--- config.mk ---
export PLATFORM = sky130hd
export DESIGN_NAME = dcwb_bank
export DESIGN_NICKNAME = d
export VERILOG_FILES = /design/src/dcwb_pkg.sv /design/src/dcwb_word_mem.sv /design/src/dcwb_bank.sv
export VERILOG_INCLUDE_DIRS = /design/src /design/src/src
export SDC_FILE = /design/constraint.sdc
export NUM_CORES = 1
export LEC_CHECK = 0
export BUFFER_PORTS_ARGS = -buffer_cell sky130_fd_sc_hd__buf_4
export CAP_MARGIN = 5
export CORE_MARGIN = 5
export CORE_UTILIZATION = 39
export CTS_BUF_LIST = sky130_fd_sc_hd__clkbuf_8
export DETAILED_ROUTE_END_ITERATION = 8
export SLEW_MARGIN = 20
export SYNTH_ARGS = -nofsm -noshare
export SYNTH_HDL_FRONTEND = slang
export SYNTH_SLANG_ARGS = --single-unit
export TNS_END_PERCENT = 100
--- constraint.sdc ---
create_clock -name clk_i -period 4.2 [get_ports clk_i]
set_clock_uncertainty 0.1 [all_clocks]
set_input_delay 0.42 -clock clk_i [delete_from_list [all_inputs] [get_ports clk_i]]
set_output_delay 0.42 -clock clk_i [all_outputs]
set_load 0.01 [all_outputs]
--- src/dcwb_consts.svh ---
// Offsets, field positions, reset values and masks of the configuration word bank
`ifndef DCWB_CONSTS_SVH
`define DCWB_CONSTS_SVH

`define DCWB_ADDR_W 16
`define DCWB_OFF_CFG_CTRL 16'hf200
`define DCWB_OFF_IDENT 16'hf220
`define DCWB_OFF_KEY 16'hf230
`define DCWB_OFF_WORD0 16'hf240
`define DCWB_OFF_WORD1 16'hf244
`define DCWB_OFF_WORD2 16'hf248
`define DCWB_OFF_WORD3 16'hf24c
`define DCWB_OFF_MODDIS 16'hf250
`define DCWB_OFF_PROG 16'hf254

`define DCWB_CFG_CTRL_RST 32'h0000000b
`define DCWB_CFG_CTRL_MASK 32'h0000300b
`define DCWB_KEY_RST 32'h00000000
`define DCWB_MODDIS_RST 32'h00000000

`define DCWB_BIT_CODE_PROT 28
`define DCWB_BIT_BOOT_WP 24
`define DCWB_BIT_SCAN_EN 2
`define DCWB_BIT_ONE_SHOT 28
`define DCWB_BIT_MOD_LOCK 12
`define DCWB_BIT_PIN_LOCK 13
`define DCWB_BIT_CTRL_SCAN 3
`define DCWB_BIT_TDO_EN 0

`define DCWB_W0_FORCE1 32'h6ef803e0
`define DCWB_W0_FORCE0 32'h80000000
`define DCWB_W0_PWP_TOP 32'h00060000
`define DCWB_W1_MASK 32'h03dff7a7
`define DCWB_W2_MASK 32'h00078777
`define DCWB_W3_MASK 32'hf000ffff
`define DCWB_W3_FORCE0 32'h0fff0000

`endif

--- src/dcwb_pkg.sv ---
// Types of the configuration word bank
package dcwb_pkg;
    typedef enum logic [1:0] {DCWB_IDLE, DCWB_ACK} dcwb_bus_state_t;
    typedef logic [1:0] dcwb_word_sel_t;
endpackage

--- src/dcwb_word_mem.sv ---
// Four-word store of the non-volatile configuration words
`timescale 1ns/1ns
`default_nettype none
module dcwb_word_mem
    import dcwb_pkg::*;
(
    input wire logic clk_i, // System clock
    input wire logic wr_i, // Programming write strobe
    input wire dcwb_word_sel_t wr_sel_i, // Word written
    input wire logic [31:0] wr_data_i, // Word value
    input wire dcwb_word_sel_t rd_sel_i, // Word read
    output logic [31:0] rd_data_o, // Registered read data
    output logic [127:0] words_o // All words, for decode
);
    logic [31:0] mem_r [4];
    always_ff @(posedge clk_i) begin
        if (wr_i) begin
            mem_r[wr_sel_i] <= wr_data_i;
        end
        rd_data_o <= mem_r[rd_sel_i];
    end
    genvar g;
    for (g = 0; g < 4; g++) begin : g_out
        assign words_o[g*32 +: 32] = mem_r[g];
    end
endmodule // dcwb_word_mem
`default_nettype wire

--- src/dcwb_bank.sv ---
// Configuration word bank with system configuration registers on Wishbone
//
// The Wishbone slave port is this design's own decision.
`timescale 1ns/1ns
`default_nettype none
`include "dcwb_consts.svh"
module dcwb_bank
    import dcwb_pkg::*;
#(
    parameter logic [3:0] SILICON_VERSION = 4'h1, // Arbitrary value
    parameter logic [27:0] PART_CODE = 28'h0000123, // Arbitrary value
    parameter bit BIG_FLASH = 1'b1 // 256 KB flash variant
)(
    input wire logic clk_i, // 25 MHz clock
    input wire logic rst_i, // Synchronous reset, high
    input wire logic wb_cyc_i, // Wishbone cycle
    input wire logic wb_stb_i, // Wishbone strobe
    input wire logic wb_we_i, // Wishbone write
    input wire logic [15:0] wb_adr_i, // Byte address
    input wire logic [3:0] wb_sel_i, // Byte lanes
    input wire logic [31:0] wb_dat_i, // Write data
    output logic [31:0] wb_dat_o, // Read data
    output logic wb_ack_o, // Acknowledge
    output logic wb_err_o, // Unmapped address
    input wire logic prog_wr_i, // Programmer word write
    input wire logic [1:0] prog_sel_i, // Programmer word number
    input wire logic [31:0] prog_data_i, // Programmer word value
    input wire logic ext_access_i, // External programmer access request
    input wire logic boot_wr_req_i, // Boot flash write attempt by code
    output logic ext_access_ok_o, // External access granted
    output logic boot_wr_ok_o, // Boot flash write granted
    output logic scan_port_enable_o, // Scan port enabled
    output logic pin_select_lock_o, // Pin select lock
    output logic test_out_drive_enable_o, // Test output drive enable
    output logic module_disable_lock_o, // Module disable lock
    output logic [31:0] module_disable_o, // Module disable bits
    output logic [31:0] unlock_key_o // Unlock key value
);
    // ****************************************
    // State
    // ****************************************
    typedef struct packed {
        dcwb_bus_state_t st;
        logic [31:0] dat;
        logic err;
        logic [31:0] ctrl;
        logic [31:0] key;
        logic [31:0] moddis;
        logic lock_seen;
        logic ext_ok;
        logic boot_ok;
    } dcwb_state_t;

    dcwb_state_t s_r, s_nxt;
    logic [31:0] mem_rd;
    logic [127:0] words;
    logic [31:0] w0, w3;
    logic [1:0] rd_sel;

    function automatic logic [31:0] lane_merge(input logic [31:0] old, input logic [31:0] nw,
                                               input logic [3:0] sel);
        logic [31:0] r;
        r = old;
        for (int i = 0; i < 4; i++) begin
            if (sel[i]) begin
                r[i*8 +: 8] = nw[i*8 +: 8];
            end
        end
        return r;
    endfunction

    function automatic logic is_word(input logic [15:0] a);
        return a[15:4] == 12'(`DCWB_OFF_WORD0 >> 4) && a[1:0] == 2'b00;
    endfunction

    // Reserved bits of word 0 read at their forced values; unimplemented ones as zero
    function automatic logic [31:0] word_view(input logic [1:0] sel, input logic [31:0] raw);
        logic [31:0] v;
        case (sel)
            2'd0: begin
                v = (raw | `DCWB_W0_FORCE1) & ~`DCWB_W0_FORCE0;
                if (!BIG_FLASH) begin
                    v = v & ~`DCWB_W0_PWP_TOP;
                end
            end
            2'd1: v = raw & `DCWB_W1_MASK;
            2'd2: v = raw & `DCWB_W2_MASK;
            default: v = raw & `DCWB_W3_MASK;
        endcase
        return v;
    endfunction

    // ****************************************
    // Word store
    // ****************************************
    assign rd_sel = wb_adr_i[3:2];
    dcwb_word_mem u_mem (
        .clk_i(clk_i),
        .wr_i(prog_wr_i),
        .wr_sel_i(prog_sel_i),
        .wr_data_i(prog_data_i),
        .rd_sel_i(rd_sel),
        .rd_data_o(mem_rd),
        .words_o(words)
    );

    // Decoded views of the words that drive control
    always_comb begin
        w0 = word_view(2'd0, words[31:0]);
        w3 = word_view(2'd3, words[127:96]);
    end

    // ****************************************
    // Bus and control
    // ****************************************
    always_comb begin
        s_nxt = s_r;
        s_nxt.ext_ok = ext_access_i & w0[`DCWB_BIT_CODE_PROT];
        s_nxt.boot_ok = boot_wr_req_i & w0[`DCWB_BIT_BOOT_WP];
        s_nxt.ctrl[`DCWB_BIT_CTRL_SCAN] = w0[`DCWB_BIT_SCAN_EN];
        if (s_r.ctrl[`DCWB_BIT_MOD_LOCK] && w3[`DCWB_BIT_ONE_SHOT]) begin
            s_nxt.lock_seen = 1'b1;
        end
        case (s_r.st)
            DCWB_IDLE: begin
                if (wb_cyc_i && wb_stb_i) begin
                    s_nxt.st = DCWB_ACK;
                    s_nxt.err = 1'b0;
                    s_nxt.dat = 32'h0;
                    case (wb_adr_i)
                        `DCWB_OFF_CFG_CTRL: begin
                            s_nxt.dat = s_r.ctrl;
                            if (wb_we_i) begin
                                s_nxt.ctrl = lane_merge(s_r.ctrl, wb_dat_i, wb_sel_i)
                                             & `DCWB_CFG_CTRL_MASK;
                                s_nxt.ctrl[`DCWB_BIT_CTRL_SCAN] = w0[`DCWB_BIT_SCAN_EN];
                                if (s_r.lock_seen || (s_r.ctrl[`DCWB_BIT_MOD_LOCK]
                                                     && w3[`DCWB_BIT_ONE_SHOT])) begin
                                    s_nxt.ctrl[`DCWB_BIT_MOD_LOCK] = 1'b1;
                                end
                            end
                        end
                        `DCWB_OFF_IDENT: s_nxt.dat = {SILICON_VERSION, PART_CODE};
                        `DCWB_OFF_KEY: begin
                            s_nxt.dat = s_r.key;
                            if (wb_we_i) begin
                                s_nxt.key = lane_merge(s_r.key, wb_dat_i, wb_sel_i);
                            end
                        end
                        `DCWB_OFF_MODDIS: begin
                            s_nxt.dat = s_r.moddis;
                            if (wb_we_i && !s_r.ctrl[`DCWB_BIT_MOD_LOCK]) begin
                                s_nxt.moddis = lane_merge(s_r.moddis, wb_dat_i, wb_sel_i);
                            end
                        end
                        `DCWB_OFF_PROG: s_nxt.dat = 32'h0;
                        default: begin
                            if (!is_word(wb_adr_i)) begin
                                s_nxt.err = 1'b1;
                            end
                        end
                    endcase
                end
            end
            DCWB_ACK: begin
                s_nxt.st = DCWB_IDLE;
            end
            default: s_nxt.st = DCWB_IDLE;
        endcase
        if (rst_i) begin
            s_nxt = '0;
            s_nxt.st = DCWB_IDLE;
            s_nxt.ctrl = `DCWB_CFG_CTRL_RST;
            s_nxt.key = `DCWB_KEY_RST;
            s_nxt.moddis = `DCWB_MODDIS_RST;
        end
    end

    always_ff @(posedge clk_i) begin
        s_r <= s_nxt;
    end

    // ****************************************
    // Outputs
    // ****************************************
    logic word_hit;
    assign word_hit = is_word(wb_adr_i);
    always_comb begin
        wb_dat_o = s_r.dat;
        if (word_hit && !s_r.err) begin
            wb_dat_o = word_view(wb_adr_i[3:2], mem_rd);
        end
    end
    assign wb_ack_o = (s_r.st == DCWB_ACK) && !s_r.err && wb_cyc_i && wb_stb_i;
    assign wb_err_o = (s_r.st == DCWB_ACK) && s_r.err && wb_cyc_i && wb_stb_i;
    assign ext_access_ok_o = s_r.ext_ok;
    assign boot_wr_ok_o = s_r.boot_ok;
    assign scan_port_enable_o = s_r.ctrl[`DCWB_BIT_CTRL_SCAN];
    assign pin_select_lock_o = s_r.ctrl[`DCWB_BIT_PIN_LOCK];
    assign test_out_drive_enable_o = s_r.ctrl[`DCWB_BIT_TDO_EN];
    assign module_disable_lock_o = s_r.ctrl[`DCWB_BIT_MOD_LOCK];
    assign module_disable_o = s_r.moddis;
    assign unlock_key_o = s_r.key;
endmodule // dcwb_bank
`default_nettype wire

# Yosys cells after proc, flatten, opt, wreduce, memory -nomap -nowiden
# Memory sizes are Yosys's and may differ from the RTL's. A register that Yosys moved wholly into a read port is not among the register bits.
# Index checks and enable logic that the tools add are counted.
# word_totals
out_inout_bits,104
ff_bits,106
inputBits,94
n_memories,1
ram_bits,128
word_cells,71
# op_classes
n_bitwise,3
n_mux,9
n_eq_ne,8
n_reduce_logical,32
# memory_table
memory,words,width,rd,rd_clocked_by_memory_dff,write_ports,line_no,text
u_mem.mem_r,4,32,3,1,1,dcwb_word_mem.sv:15,logic [31:0] mem_r [4];
# op_table
cell,count
$pmux W32 S4,1
$pmux W32 S3,1
$eq A16 B16 Y1 const B,5
$reduce_and A5 Y1,11
$mux W32,1
$eq A12 B12 Y1 const B,1
$logic_and A1 B1 Y1,11
$logic_not A2 Y1,3
$mux W1,5
$mux W5,1
$reduce_or A5 Y1,1
$and A1 B1 Y1,2
$eq A2 B1 Y1 const B,1
$eq A2 B2 Y1 const B,1
$logic_not A1 Y1,2
$reduce_and A2 Y1,1
$reduce_bool A2 Y1,1
$reduce_or A2 Y1,1
$logic_or A1 B1 Y1,1
$not A1 Y1,1

# Logic depth before layout (Yosys ltp)
# An unclocked memory read counts as a cell.
# logic_depth
ltp_word,5
mapped_depth,8
mapped_depth_nobuf,6

# Hierarchy
# From an unflattened synthesis, not the netlist that was laid out.
# unflattened
hier_cells,886
hier_area_um2,11090.6
# by_module_without_submodules
module,area_each_um2,n_inst,seq_area_each_um2,cells_per_inst
dcwb_bank,5760.5,1,2122.0,683
dcwb_word_mem,5330.1,1,4484.3,203

# Worst setup path before layout
# OpenSTA, ideal clock, no wires.
# synth_path
kind,input -> register
startpoint,input prog_sel_i[0]
endpoint,"memory u_mem.mem_r[0][0], enable pin"
setup_time_ns,0.458
setup_slack_ns,1.035
path_stages,1
arrival_ns,2.607
n_path_buf,0
t_required_ns,3.642
cell_sequence,nor3b_1
# synth_rtl
element,line_no,text
from (decl),dcwb_bank.sv:26,"input wire logic [1:0] prog_sel_i,"
to (decl),dcwb_word_mem.sv:15,
# Straight into the memory's write port.

# Worst setup path in the final report
# layout_path
startpoint,register s_r[99] (netlist name)
endpoint,output wb_dat_o[31]
# layout_between
elab_chain_len,3
# layout_rtl
element,line_no,text
from (decl),dcwb_bank.sv:54,"dcwb_state_t s_r, s_nxt;"
from (signal assigned),dcwb_bank.sv:180,s_r <= s_nxt;
$logic_not A1 Y1,dcwb_bank.sv:190,if (word_hit && !s_r.err) begin
$logic_and A1 B1 Y1,dcwb_bank.sv:190,
$mux W32,dcwb_bank.sv:190,
to (decl),dcwb_bank.sv:22,"output logic [31:0] wb_dat_o,"
# No other way between the ends.

==> results.rst <==
.. list-table::
   :header-rows: 1

   * - Metric
     - Value
   * - Worst setup timing slack at the placement stage
     - 1.54 ns
   * - Clock latency at the later pin of the worst-skew pair
     - 0.53 ns
   * - Fraction of layout cells with a size suffix above 1
     - 0.289
   * - TritonCTS clock tree
     - built
   * - Count of nets after finishing
     - 1,169
   * - Cell-by-cell trace of the critical path
     - nor4b_1 > nand4_1 > buf_4 > o21ai_0 > buf_4
   * - Detail-routed net length per standard cell
     - between 20 and 25 um
   * - Maximum buffer depth of the clock tree
     - 3
   * - Clock-pin slew on the worst setup and hold paths
     - around 0.06 ns
   * - Total Routing Usage GR
     - 0.192
   * - Floorplan Core Area
     - 26,900 sq um
   * - Longest individual stage delay on the worst path
     - around 0.48 ns
   * - Die boundary height
     - 175 um
   * - Share of the clock period used by the worst path
     - 0.691
   * - Worst setup EP type
     - output pin
   * - Input/output buffers
     - 194
   * - Worst Hold Margin
     - roughly 0.065 ns
   * - End-of-flow core utilization
     - 0.479
   * - Clock Sink Count
     - ~250
   * - Total area of multi-input combinational cells
     - 3500 sq um
   * - Share of Yosys cell area claimed by the top area cell type
     - 0.327
   * - Crit path max-delay cell type
     - sky130_fd_sc_hd__o21ai_0
   * - Unrepaired setup endpoints after global routing
     - no
   * - Synth Net Count
     - a little over 1,000
   * - Buffering stage count on the worst path with inverters included
     - 2
   * - Final routed wirelength across all metal layers
     - 30,400 um
   * - Category of the worst setup path launch point
     - flop
   * - Final weighted congestion of routability-driven global placement
     - approximately 0.84
   * - Wire length of the first global-routing pass
     - 46,800 um
   * - Pin count of the biggest net entering global routing
     - 60
   * - Post-Syn Area
     - about 11,000 sq um
   * - Vias per cell
     - ~5.5
   * - Starting DRC count in detailed routing
     - a little over 700
   * - Switching power total
     - 1.21 mW
   * - Num ports
     - between 150 and 200
   * - Total via count in the routed design
     - 7,891
   * - Die area
     - 30,700 sq um
   * - Switching Fraction
     - 0.232
   * - Cell variety after synth
     - 52
   * - Cell types occupying the most area after synthesis
     - sky130_fd_sc_hd__edfxtp_1 33%, sky130_fd_sc_hd__dfxtp_1 25%, sky130_fd_sc_hd__mux4_2 6.1%
   * - Number of DRC violations after detailed routing
     - 0
   * - Count of TritonRoute iterations in the first routing pass
     - 5
   * - Number of setup violations in the final report
     - 0
   * - Initial antenna violation count
     - 0
   * - Period minus WS final
     - 2.90 ns
   * - HPWL after detailed placement
     - 20,100 um
   * - Largest area contributor in the netlist
     - sky130_fd_sc_hd__edfxtp_1
   * - Effective utilization at floorplan
     - 0.396
   * - Sequential element share of the synthesized area
     - 0.581
   * - Comb pwr share
     - 0.073
   * - Gr ovfl total
     - 0
   * - Type of the setup path with the least slack
     - reg -> out
   * - Worst-case setup margin in the final layout
     - 1.30 ns
   * - Most used cell along the critical path
     - sky130_fd_sc_hd__buf_4
   * - Main synth FF type
     - sky130_fd_sc_hd__dfxtp_1
   * - Vias in the first global route
     - between 7,000 and 8,000
   * - Areal power density over the cells
     - slightly above 400 nW/um^2
   * - Count of nets left with antenna violations after detail routing
     - 0
   * - Max_slew headroom
     - 0.452
   * - Post-Synthesis Mean Instance Area
     - 11.4 sq um
   * - Row cnt
     - 60
   * - Flip-flop and latch count after synthesis
     - roughly 250
   * - Fin. Hold Viols
     - 0
   * - Yosys warnings
     - 0
   * - Largest fanout on the critical path
     - 59
   * - Max Clk Rate
     - about 340 MHz
   * - Required @ worst endpoint
     - 3.68 ns
   * - Antenna diode count
     - 0
   * - Transition time of the tightest slew-check pin
     - 0.820 ns
   * - Die Width
     - 175 um
   * - Area grow syn2layout
     - 21.0%
   * - Post-Synthesis Cells
     - just over 900
   * - Internal power
     - 4.00 mW
   * - Maximum vdd ir drop
     - 0.225 mV
   * - Number of synthesized flops with an enable pin
     - 116
   * - Async set-reset flop share out of synthesis
     - 0
   * - CTS buffer count
     - 43
   * - Worst hold-check path type
     - in -> reg
   * - Count of filler cells inserted in the layout
     - 2,500
   * - Leakage power figure
     - about 4.7 nW
   * - WP data arrival
     - 2.38 ns
   * - Clock network fraction of design power
     - 0.408
   * - Max-cap check violation count
     - 0
   * - Count of H-tree levels built during CTS
     - 2
   * - Outcome
     - finished clean
   * - Area occupied by registers
     - 6190 sq um
   * - Total negative setup slack
     - 0 ns
   * - Clk Tree Root Cell
     - sky130_fd_sc_hd__clkbuf_8
   * - Fraction of power consumed by sequential logic
     - 0.519
   * - Number of pins with negative max-slew slack in the final report
     - 0
   * - Category of cells accounting for the largest share of critical-path delay
     - buffers and inverters
metal layers:
metal,track usage,vias to the layer above,wire length [um]
met2,0.300,268,13900
met3,0.0411,60,2050
met5,0,-,0
met1,0.268,3804,13600
met4,0.0648,0,820
li1,-,3759,-
power groups by stage:
stage	Clock [mW]	Combinational, mW	Sequential (mW)
finish	2.12	0.379	2.70
global route	2.29	0.414	2.71
CTS	2.18	0.383	2.70
detailed placement	0	0.358	2.75
global placement	0	0.354	2.75
floorplan	0	0.191	2.74
cells in the mapped netlist, drive strengths merged (4+ instances only):
cell and count:
dfxtp 135, edfxtp 116, buf 102, o21ai 98, a21oi 74, nand4 72, nand2 47, clkbuf 44
nand3 43, nor2 36, mux4 29, a31oi 25, a211oi 21, and3 8, inv 7, nor3 6
o21bai 6, and3b 5, mux2 5, or4 5, a311oi 4, and4 4, nor2b 4
final cells by class:
type                    instances  share of cell area
well taps                     341              0.0331
repair buffers                244               0.148
flip-flops and latches        251               0.481
clock inverters                28              0.0138
inverters                       8             0.00233
clock buffers                  47              0.0503
multi-input cells             527               0.272
stage by stage:
stage | instance area [sq um] | power, mW | std cells
2_1_floorplan | 10600 | 2.93 | 934
3_3_place_gp | 11700 | 3.11 | 1340
3_5_place_dp | 11700 | 3.11 | 1340
4_1_cts | 12900 | 5.26 | 1446
5_1_grt | 12900 | 5.41 | 1446
6_report | 12900 | 5.20 | 1446
cells by family after synthesis:
| family | count (synthesis) | synth area share |
|---|---|---|
| mux | 37 | 0.0695 |
| buf+inv | 156 | 0.0916 |
| compound gates | 239 | 0.127 |
| xor+xnor | 2 | 0.00165 |
| flops | 251 | 0.581 |
| simple gates | 249 | 0.129 |
path summary, 6_finish.rpt:
kind	depth (start not counted)	slack, ns	from	endpoint
setup / recovery	5	1.30	s_r[99]	wb_dat_o[31]
hold / removal	3	0.07	wb_dat_i[14]	module_disable_o[14]
setup reg to reg	4	1.72	s_r[132]	unlock_key_o[17]
hold reg to reg	1	0.38	u_mem.mem_r[0][2]	scan_port_enable_o
registers in the layout (all words and copies together) (netlist names):
signal / flops
module_disable_o: 32
s_r: 36
u_mem.mem_r: 116
u_mem.rd_data_o: 29
pin_select_lock_o: 1
boot_wr_ok_o: 1
test_out_drive_enable_o: 1
scan_port_enable_o: 1
ext_access_ok_o: 1
module_disable_lock_o: 1
unlock_key_o: 32
timing repair:
action	4_1_cts	5_1_grt
buffers inserted	0	0
hold endpoints to repair	118	0
hold buffers	31	0
gates resized for setup	0	0
placed cells by master (no fill, tap or decap), drive strengths merged, types with 6 or more instances in the layout:
| cell type | netlist | layout |
|---|---|---|
| nor3 | 6 | 6 |
| nor2 | 36 | 36 |
| nand2 | 47 | 47 |
| a211oi | 21 | 21 |
| clkbuf | 44 | 47 |
| clkinv | 1 | 9 |
| dlygate4sd3 | 2 | 31 |
| buf | 102 | 213 |
| nand3 | 43 | 43 |
| a31oi | 25 | 25 |
| mux4 | 29 | 29 |
| nand4 | 72 | 72 |
| edfxtp | 116 | 116 |
| o21ai | 98 | 98 |
| inv | 7 | 24 |
| a21oi | 74 | 74 |
| dfxtp | 135 | 135 |
| and3 | 8 | 8 |
| o21bai | 6 | 6 |
tightest hold or removal path: stages:
cell,delay (ns)
sky130_fd_sc_hd__buf_4,0.11
sky130_fd_sc_hd__nand4_1,0.06
sky130_fd_sc_hd__a21oi_1,0.06
(Power assumes the default switching activity.)
